$ cat config.mk
export PLATFORM = sky130hd
export DESIGN_NAME = spp_setpoint_provider
export DESIGN_NICKNAME = d
export VERILOG_FILES = /design/src/hw/spp_pkg.sv /design/src/hw/spp_setpoint_provider.sv /design/src/hw/spp_muldiv.sv
export SDC_FILE = /design/constraint.sdc
export NUM_CORES = 2
export LEC_CHECK = 0
export ABC_AREA = 1
export BUFFER_PORTS_ARGS = -buffer_cell sky130_fd_sc_hd__buf_2
export CORE_AREA = 8 8 311 374
export CTS_CLUSTER_SIZE = 10
export DETAILED_ROUTE_END_ITERATION = 10
export DIE_AREA = 0 0 319 382
export PLACE_DENSITY = 0.71
export SKIP_LAST_GASP = 1
export SLEW_MARGIN = 20
export SYNTH_ARGS = -nofsm -noshare
export SYNTH_HDL_FRONTEND = slang
export SYNTH_SLANG_ARGS = --single-unit
$ cat constraint.sdc
create_clock -name pclk -period 98.7 [get_ports pclk]
set_input_delay 14.805 -clock pclk [delete_from_list [all_inputs] [get_ports pclk]]
set_output_delay 14.805 -clock pclk [all_outputs]
set_load 0.03 [all_outputs]
$ cat src/hw/spp_pkg.sv
// Behaviour
// - source select picks local or remote
// - remote choice picks first or second input
// - local selection uses entered local value
// - target scaled by limit over one hundred
// - output is target or slewed target
// - slew limited, completion false until reached
// - bypass copies target, completion held true
// - follow keeps local equal to remote
// - local edits allowed only when permitted
// - remote inputs adjust the setpoint whatever the edit permit
// - percent or engineering units; range hidden otherwise
// - full scale converts engineering to percent
package spp_pkg;
    localparam int SPP_DW = 16;
    localparam int SPP_AW = 8;

    localparam logic [7:0] SPP_OFF_CTRL = 8'h00;
    localparam logic [7:0] SPP_OFF_LOCAL = 8'h04;
    localparam logic [7:0] SPP_OFF_LIMIT = 8'h08;
    localparam logic [7:0] SPP_OFF_SLEW = 8'h0C;
    localparam logic [7:0] SPP_OFF_FSCALE = 8'h10;
    localparam logic [7:0] SPP_OFF_STATUS = 8'h14;
    localparam logic [7:0] SPP_OFF_ACTIVE = 8'h18;
    localparam logic [7:0] SPP_OFF_ENG = 8'h1C;

    localparam logic [5:0] SPP_CTRL_RST = 6'h00;
    localparam logic [15:0] SPP_LOCAL_RST = 16'h0000;
    localparam logic [7:0] SPP_LIMIT_RST = 8'h64;
    localparam logic [15:0] SPP_LIMIT_DIV = 16'h0064;
    localparam logic [15:0] SPP_SLEW_RST = 16'h0064;
    localparam logic [15:0] SPP_FSCALE_RST = 16'h2710;
    // percent carried in hundredths: 10000 is 100.00 %
    localparam logic [15:0] SPP_PCT_FULL = 16'h2710;

    localparam int SPP_CLK_NS = 10;
    localparam int SPP_TICK_NS = 1000;
    localparam int SPP_TICK_CYC = (SPP_TICK_NS + SPP_CLK_NS - 1) / SPP_CLK_NS;
    localparam logic [6:0] SPP_TICK_LAST = 7'(SPP_TICK_CYC - 1);

    typedef struct packed {
        logic unit_eng;
        logic edit_permit;
        logic follow;
        logic bypass;
        logic remote_choice;
        logic source_remote;
    } spp_ctrl_t;

    typedef struct packed {
        spp_ctrl_t ctrl;
        logic [15:0] local_value;
        logic [7:0] limit;
        logic [15:0] slew_rate;
        logic [15:0] full_scale;
        logic [15:0] active;
        logic complete;
        logic [15:0] eng_out;
        logic [6:0] tick_cnt;
        logic tick;
        logic [31:0] prdata;
        logic pslverr;
    } spp_state_t;

    typedef struct packed {
        logic [15:0] q;
    } spp_md_t;
endpackage

$ cat src/hw/spp_setpoint_provider.sv
// The APB slave port and the address map were decided locally.
`timescale 1ns/1ps
module spp_setpoint_provider (
    input wire logic pclk,
    input wire logic presetn,
    input wire logic psel,
    input wire logic penable,
    input wire logic pwrite,
    input wire logic [7:0] paddr,
    input wire logic [31:0] pwdata,
    input wire logic [3:0] pstrb,
    output logic pready,
    output logic [31:0] prdata,
    output logic pslverr,
    input wire logic [15:0] first_far_input,
    input wire logic [15:0] second_far_input,
    output logic [15:0] active_target,
    output logic slew_complete,
    output logic [15:0] active_target_scaled_units
);
    spp_pkg::spp_state_t st;
    spp_pkg::spp_state_t next_st;
    logic setup;
    logic wr;
    logic mapped;
    logic [31:0] rd_word;
    logic [31:0] merged;
    logic [15:0] remote_sel;
    logic [15:0] raw;
    logic [15:0] pct_q;
    logic [15:0] pct_sel;
    logic [15:0] target;
    logic [15:0] eng_q;
    logic [15:0] diff;

    function automatic logic [31:0] wmerge(input logic [31:0] old, input logic [31:0] d, input logic [3:0] s);
        logic [31:0] r;
        r = old;
        for (int i = 0; i < 4; i++) begin
            if (s[i]) begin
                r[8*i +: 8] = d[8*i +: 8];
            end
        end
        return r;
    endfunction

    assign setup = psel & ~penable;
    assign wr = psel & penable & pwrite;

    // remote path stays live whatever the edit permit says
    assign remote_sel = st.ctrl.remote_choice ? second_far_input : first_far_input;
    assign raw = st.ctrl.source_remote ? remote_sel : st.local_value;

    // engineering entry to hundredths of a percent of full scale
    spp_muldiv u_eng2pct (
        .pclk(pclk),
        .presetn(presetn),
        .a(raw),
        .b(spp_pkg::SPP_PCT_FULL),
        .c(st.full_scale),
        .q(pct_q)
    );

    assign pct_sel = st.ctrl.unit_eng ? pct_q : raw;

    spp_muldiv u_limit (
        .pclk(pclk),
        .presetn(presetn),
        .a(pct_sel),
        .b({8'h00, st.limit}),
        .c(spp_pkg::SPP_LIMIT_DIV),
        .q(target)
    );

    // indication only, never fed back into the target path
    spp_muldiv u_pct2eng (
        .pclk(pclk),
        .presetn(presetn),
        .a(st.active),
        .b(st.full_scale),
        .c(spp_pkg::SPP_PCT_FULL),
        .q(eng_q)
    );

    always_comb begin
        mapped = 1'b1;
        rd_word = 32'h00000000;
        case (paddr)
            spp_pkg::SPP_OFF_CTRL: rd_word = {26'h0000000, st.ctrl};
            spp_pkg::SPP_OFF_LOCAL: rd_word = {16'h0000, st.local_value};
            spp_pkg::SPP_OFF_LIMIT: rd_word = {24'h000000, st.limit};
            spp_pkg::SPP_OFF_SLEW: rd_word = {16'h0000, st.slew_rate};
            spp_pkg::SPP_OFF_FSCALE: rd_word = {16'h0000, st.full_scale};
            spp_pkg::SPP_OFF_STATUS: rd_word = {31'h00000000, st.complete};
            spp_pkg::SPP_OFF_ACTIVE: rd_word = {16'h0000, st.active};
            spp_pkg::SPP_OFF_ENG: rd_word = {16'h0000, st.eng_out};
            default: mapped = 1'b0;
        endcase
    end

    assign merged = wmerge(rd_word, pwdata, pstrb);
    assign diff = (st.active > target) ? st.active - target : target - st.active;

    always_comb begin
        next_st = st;
        next_st.tick = 1'b0;
        if (st.tick_cnt == spp_pkg::SPP_TICK_LAST) begin
            next_st.tick_cnt = 7'h00;
            next_st.tick = 1'b1;
        end else begin
            next_st.tick_cnt = st.tick_cnt + 7'h01;
        end
        if (wr) begin
            case (paddr)
                spp_pkg::SPP_OFF_CTRL: next_st.ctrl = spp_pkg::spp_ctrl_t'(merged[5:0]);
                spp_pkg::SPP_OFF_LOCAL: begin
                    if (st.ctrl.edit_permit) begin
                        next_st.local_value = merged[15:0];
                    end
                end
                spp_pkg::SPP_OFF_LIMIT: next_st.limit = merged[7:0];
                spp_pkg::SPP_OFF_SLEW: next_st.slew_rate = merged[15:0];
                spp_pkg::SPP_OFF_FSCALE: next_st.full_scale = merged[15:0];
                default: next_st.ctrl = st.ctrl;
            endcase
        end
        // follow wins over a software write in the same cycle
        if (st.ctrl.follow) begin
            next_st.local_value = remote_sel;
        end
        if (st.ctrl.bypass) begin
            next_st.active = target;
        end else if (st.tick) begin
            if (st.slew_rate == 16'h0000 || diff <= st.slew_rate) begin
                next_st.active = target;
            end else if (st.active < target) begin
                next_st.active = st.active + st.slew_rate;
            end else begin
                next_st.active = st.active - st.slew_rate;
            end
        end
        next_st.complete = st.ctrl.bypass | (next_st.active == target);
        next_st.eng_out = st.ctrl.unit_eng ? eng_q : 16'h0000;
        if (setup) begin
            next_st.pslverr = ~mapped;
            next_st.prdata = rd_word;
            if (!st.ctrl.unit_eng && (paddr == spp_pkg::SPP_OFF_FSCALE || paddr == spp_pkg::SPP_OFF_ENG)) begin
                next_st.prdata = 32'h00000000;
            end
        end
    end

    always_ff @(posedge pclk or negedge presetn) begin
        if (!presetn) begin
            st <= '0;
            st.ctrl <= spp_pkg::spp_ctrl_t'(spp_pkg::SPP_CTRL_RST);
            st.local_value <= spp_pkg::SPP_LOCAL_RST;
            st.limit <= spp_pkg::SPP_LIMIT_RST;
            st.slew_rate <= spp_pkg::SPP_SLEW_RST;
            st.full_scale <= spp_pkg::SPP_FSCALE_RST;
            st.complete <= 1'b1;
        end else begin
            st <= next_st;
        end
    end

    assign pready = 1'b1;
    assign prdata = st.prdata;
    assign pslverr = psel & penable & st.pslverr;
    assign active_target = st.active;
    assign slew_complete = st.complete;
    assign active_target_scaled_units = st.eng_out;
endmodule // spp_setpoint_provider

$ cat src/hw/spp_muldiv.sv
`timescale 1ns/1ps
module spp_muldiv (
    input wire logic pclk,
    input wire logic presetn,
    input wire logic [15:0] a,
    input wire logic [15:0] b,
    input wire logic [15:0] c,
    output logic [15:0] q
);
    spp_pkg::spp_md_t st;
    spp_pkg::spp_md_t next_st;
    logic [31:0] prod;
    logic [31:0] quot;

    // saturates rather than wrapping; zero divisor reads as full
    always_comb begin
        prod = 32'(a) * 32'(b);
        quot = (c == 16'h0000) ? 32'hFFFFFFFF : prod / 32'(c);
        next_st.q = (quot > 32'h0000FFFF) ? 16'hFFFF : quot[15:0];
    end

    always_ff @(posedge pclk or negedge presetn) begin
        if (!presetn) begin
            st <= '0;
        end else begin
            st <= next_st;
        end
    end

    assign q = st.q;
endmodule // spp_muldiv

# Yosys cells after proc, flatten, opt, wreduce, memory -nomap -nowiden
# Index checks and enable logic that the tools add are counted.
# op_classes
add_sub_neg	5
multipliers	3
div_mod_pow	3
magnitude_cmp	6
eq_ne	9
muxes	27
n_bitwise	7
n_reduce_logical	16
# ops
cell	count
16-bit 2-to-1 mux	17
16-bit one-hot mux with 8 select lines	1
32-bit by 16-bit > comparator with 1-bit output, second input constant	3
32-bit 2-to-1 mux	2
56-bit 2-to-1 mux	1
16-bit subtractor	3
32-bit by 14-bit divider with 32-bit output, second input constant	1
32-bit by 16-bit divider with 32-bit output	1
32-bit by 7-bit divider with 32-bit output, second input constant	1
8-bit by 5-bit == test with 1-bit output, second input constant	4
16-bit logical NOT	2
16-bit by 16-bit multiplier with 32-bit output	1
16-bit by 10-bit multiplier with 26-bit output, second input constant	1
16-bit by 8-bit multiplier with 24-bit output	1
8-bit 2-to-1 mux	3
16-bit adder	1
16-bit == test	1
8-bit by 4-bit == test with 1-bit output, second input constant	2
16-bit > comparator	1
16-bit <= comparator	1
16-bit less-than comparator	1
8-bit by 3-bit == test with 1-bit output, second input constant	1
8-bit logical NOT	1
2-bit AND reduction	4
13 further kinds	21
# word_totals
register_bits	184

# Depth between registers and ports, before layout
# logic_depth
word_depth	9
depth_mapped	640
ltp_nobuf	599

# Modules after synthesis
# A second synthesis with hierarchy kept.
# hier_totals
cells_unflattened	17337
hier_area_um2	108611.7
# modules_own_cells
mod	n_inst	cells_each	area_per_inst_um2	seq_area_each_um2
spp_muldiv (u_limit ...)	2	5284	32409.8	400.4
spp_muldiv (u_eng2pct)	1	5325	33806.2	400.4
spp_setpoint_provider	1	1444	9985.8	3017.9

# Worst setup path before layout
# OpenSTA, ideal clock, no wires.
# synth_path
kind	input to register
start	in second_far_input[9]
end	reg u_eng2pct.st (netlist bit u_eng2pct.q[0])
setup_ns	0.125
arrival_time_ns	102.083
required_ns	98.575
setup_slack_ns	-3.509
cell_stages	606
n_path_buf	46
path_cell_list	mux2i_1 -> nand2_1 -> o21ai_0 -> fa_1 -> inv_1 -> ha_1 -> fa_1 -> ha_1 -> inv_1 -> fa_1 -> inv_1 -> ha_1 -> nand2_1 -> inv_1 -> nand2_1 -> nand2_1 -> a21oi_1 -> nand2_1 -> [570 not listed] -> nor2_4 -> nand2_2 -> nor2_4 -> nand3_1 -> nor2_2 -> buf_4 -> o21ai_1 -> ha_1 -> a21oi_1 -> nor2_1 -> a211oi_1 -> o21ai_0 -> nor4_1 -> nand2_1 -> nor2_2 -> nand3_1 -> nor2_1 -> nand3_1
# synth_rtl
element	line_no	rtl
from (decl)	spp_setpoint_provider.sv:16	input wire logic [15:0] second_far_input,
to (signal assigned)	spp_muldiv.sv:26	st <= next_st;
to (decl)	spp_muldiv.sv:10	spp_pkg::spp_md_t st;

==> flow_summary.yaml <==
worst_setup_path:
  crit_family: "compound AO/OA/AOI/OAI gates"
  critPathArrivalTime_ps: 93350
  path_class: "input pin to register"
  cp_num_buf_inv: 114
  critPathRequiredTime_ps: 99050
  cpMostUsedCell: "nand2_1"
  worstSetupStartpointType: "input pin"
  endpoint_kind: "register"
  slowest_delay_ps: 500
  cp_slowest_cell: "fa_1"
  path_max_fanout: 24
clock_network:
  cts_tree: "done"
  clkLatencyLatePin_ps: 500
  cts_inserted_buffers: 17
  clk_pin_slew_ps: 70
  cts-hold-fix-buffers: 0
  h-tree-depth: 4
  cts_root_buf: "clkbuf_16"
  cts_max_path_buffers: 2
  cts_num_sinks: 168
floorplan:
  die-area_um2: 122000
  die_y_um: 382
  std_cell_rows: 134
  core_area_um2: 110000
  start_util_pct: 54.5
  die_w_um: 319
  io_pins: 148
synth:
  ys_top_cells_by_count: "nand2_1 (2445), inv_1 (1651), ha_1 (676)"
  yosys.area_share.simple_pct: 33.7
  synth-compound-area-share_pct: 13.2
  synth_flop_cell: "dfrtp_1"
  syn_area_per_cell_um2: 6.34
  seq_area_frac_synth_pct: 7.02
  synth_top_area_cell: "nand2_1"
  yosysMostFrequentCell: "nand2_1"
  synth_area_um2: 60100
  synth-adder-area-share_pct: 24.6
  syn_inst: 9470
  synthArstFlopShare_pct: 100
  synth_top_family_by_area: "simple AND/OR/NAND/NOR gates"
  ys_types: 92
  synth_mux_area_share_pct: 0.319
  synth_top_area_share_pct: 15.3
  ys_seq_elements: 168
  synthXorXnorAreaFrac_pct: 7.50
  yosys-top-cells-area: "nand2_1 (15%), ha_1 (14%), fa_1 (11%)"
  synth_edf_count: 0
  yosys_warnings: 0
place:
  gp_congestion: 0.972
  port_buffers: 112
  place_ws_ps: -2430
  hpwlAfterDp_um: 144000
cells_and_area:
  layout-drive-gt1-share_pct: 13.7
  multiInputGateArea_um2: 48900
  nFillCells: 10700
  seqCellArea_um2: 4220
  area_delta_synth_final_pct: 7.90
  finalNetCount: 10700
global_route:
  grt_max_degree: 75
  grt_pass1_vias: 57500
  antenna_found_initial: 5
  track_usage_pct: 28.3
  grt_overflow: 0
  grt_pass1_wl_um: 288000
route:
  viasPerCell: 5.44
  ant_nets: 0
  wl_per_cell_um: 16.1
  num_vias: 60400
  drc_errors: 0
  firstDrtPassIters: 8
  drt_wl_total_um: 179000
  first_iter_violations: 4246
timing:
  fin_hold_ws_ps: 432
  slew_headroom_pct: 20.9
  drv_slew: 0
  fin_crit_sh_pct: 94.2
  setup_viol: 0
  finalHoldViolations: 0
  tightest_slew_ps: 1190
  clock_skew_ps: 24.8
  fmax_ghz: 0.0108
  finalCriticalPeriod_ps: 93000
  setup_ws_ps: 5700
flow_run:
  cap_viol_max_count: 0
status:
  status: "complete, no violations"
worst_hold_path:
  hold_path.class: "register to register"
area by class of cell:
class                      instances  area share, %
multi-input combinational       7333           75.4
inverter                        1726           10.1
sequential                       168           6.51
timing repair buffer             401           4.32
tap                             1428           2.76
clock buffer                      23          0.722
clock inverter                     9          0.181
timing repair inverter             1        0.00772
antenna                            2        0.00772
stage by stage:
stage                     area [µm²]  std cells  TNS (ps)  util, %
after detailed placement       62600      11000     -2930     56.7
after global placement         62600      11000      -602     56.7
final                          64800      11100         0     58.8
after global routing           64800      11100      -798     58.7
after floorplan                60200       9486         0        -
after CTS                      63300      11000         0     57.4
worst paths after layout:
kind | start | endpoint | slack (ps) | cells past startpoint
min in group asynchronous | presetn | u_pct2eng.q[15] | 14220 | 1
min reg2reg | u_pct2eng.q[6] | active_target_scaled_units[6] | 430 | 2
max | second_far_input[6] | u_eng2pct.q[0] | 5700 | 586
max reg2reg | st[131] | u_eng2pct.q[0] | 19000 | 585
max in group asynchronous | presetn | active_target[3] | 83270 | 2
min | u_pct2eng.q[6] | active_target_scaled_units[6] | 430 | 2
kinds of logic (layout without fill, tap and decap cells):
family,Yosys count,after routing
buffers and inverters,1988,2160
and+or+nand+nor,4395,4398
AOI/OAI and AO/OA,1392,1392
DFF,168,168
xor gates and xnor gates,513,513
other,2,20
muxes,19,19
adders and majority gates,993,993
cell usage in the layout (no fill, tap or decap), drive strengths merged, types with 11 or more instances in the layout:
cell / instances
o221ai: 18
o211ai: 21
buf: 401
conb: 18
nand2: 2731
nand3: 607
a21oi: 431
a21o: 60
nand4: 152
a31oi: 17
or2: 50
o21bai: 55
xnor2: 183
xor2: 330
a21boi: 11
dfstp: 12
nor4: 21
o22ai: 39
ha: 676
o31ai: 22
clkinv: 24
nor2: 715
nand3b: 34
mux2i: 18
nor3: 71
a211oi: 23
fa: 317
inv: 1704
o21ai: 640
clkbuf: 23
dfrtp: 156
metal layers:
metal / share of wire [%] / global-route usage (%)
met5: 0.0073 / 0
met4: 3.8 / 9.75
met3: 6.2 / 3.67
met2: 47 / 49.0
met1: 43 / 36.0
tightest hold or removal path, stage by stage (launching register included):
cell	delay (ps)
dfrtp_1	320
nand2_1	50
inv_1	40
timing repair:
item | in CTS | in global routing
resized for setup | 35 | 281
pin swaps | 4 | 95
gates cloned | 0 | 4
hold endpoints to repair | 0 | 0
endpoints found under the setup margin | 2 | 4
buffers inserted | 8 | 64
flip-flops by register name (all words and copies together) (netlist names):
signal and flops:
st 71, u_eng2pct.q 16, active_target_scaled_units 16, slew_complete 1, prdata 16, active_target 16
u_pct2eng.q 16, u_limit.q 16
Power is left out: the tool's default activity adds up to more than one toggle a clock period on the data nets, which glitch-free logic cannot reach.
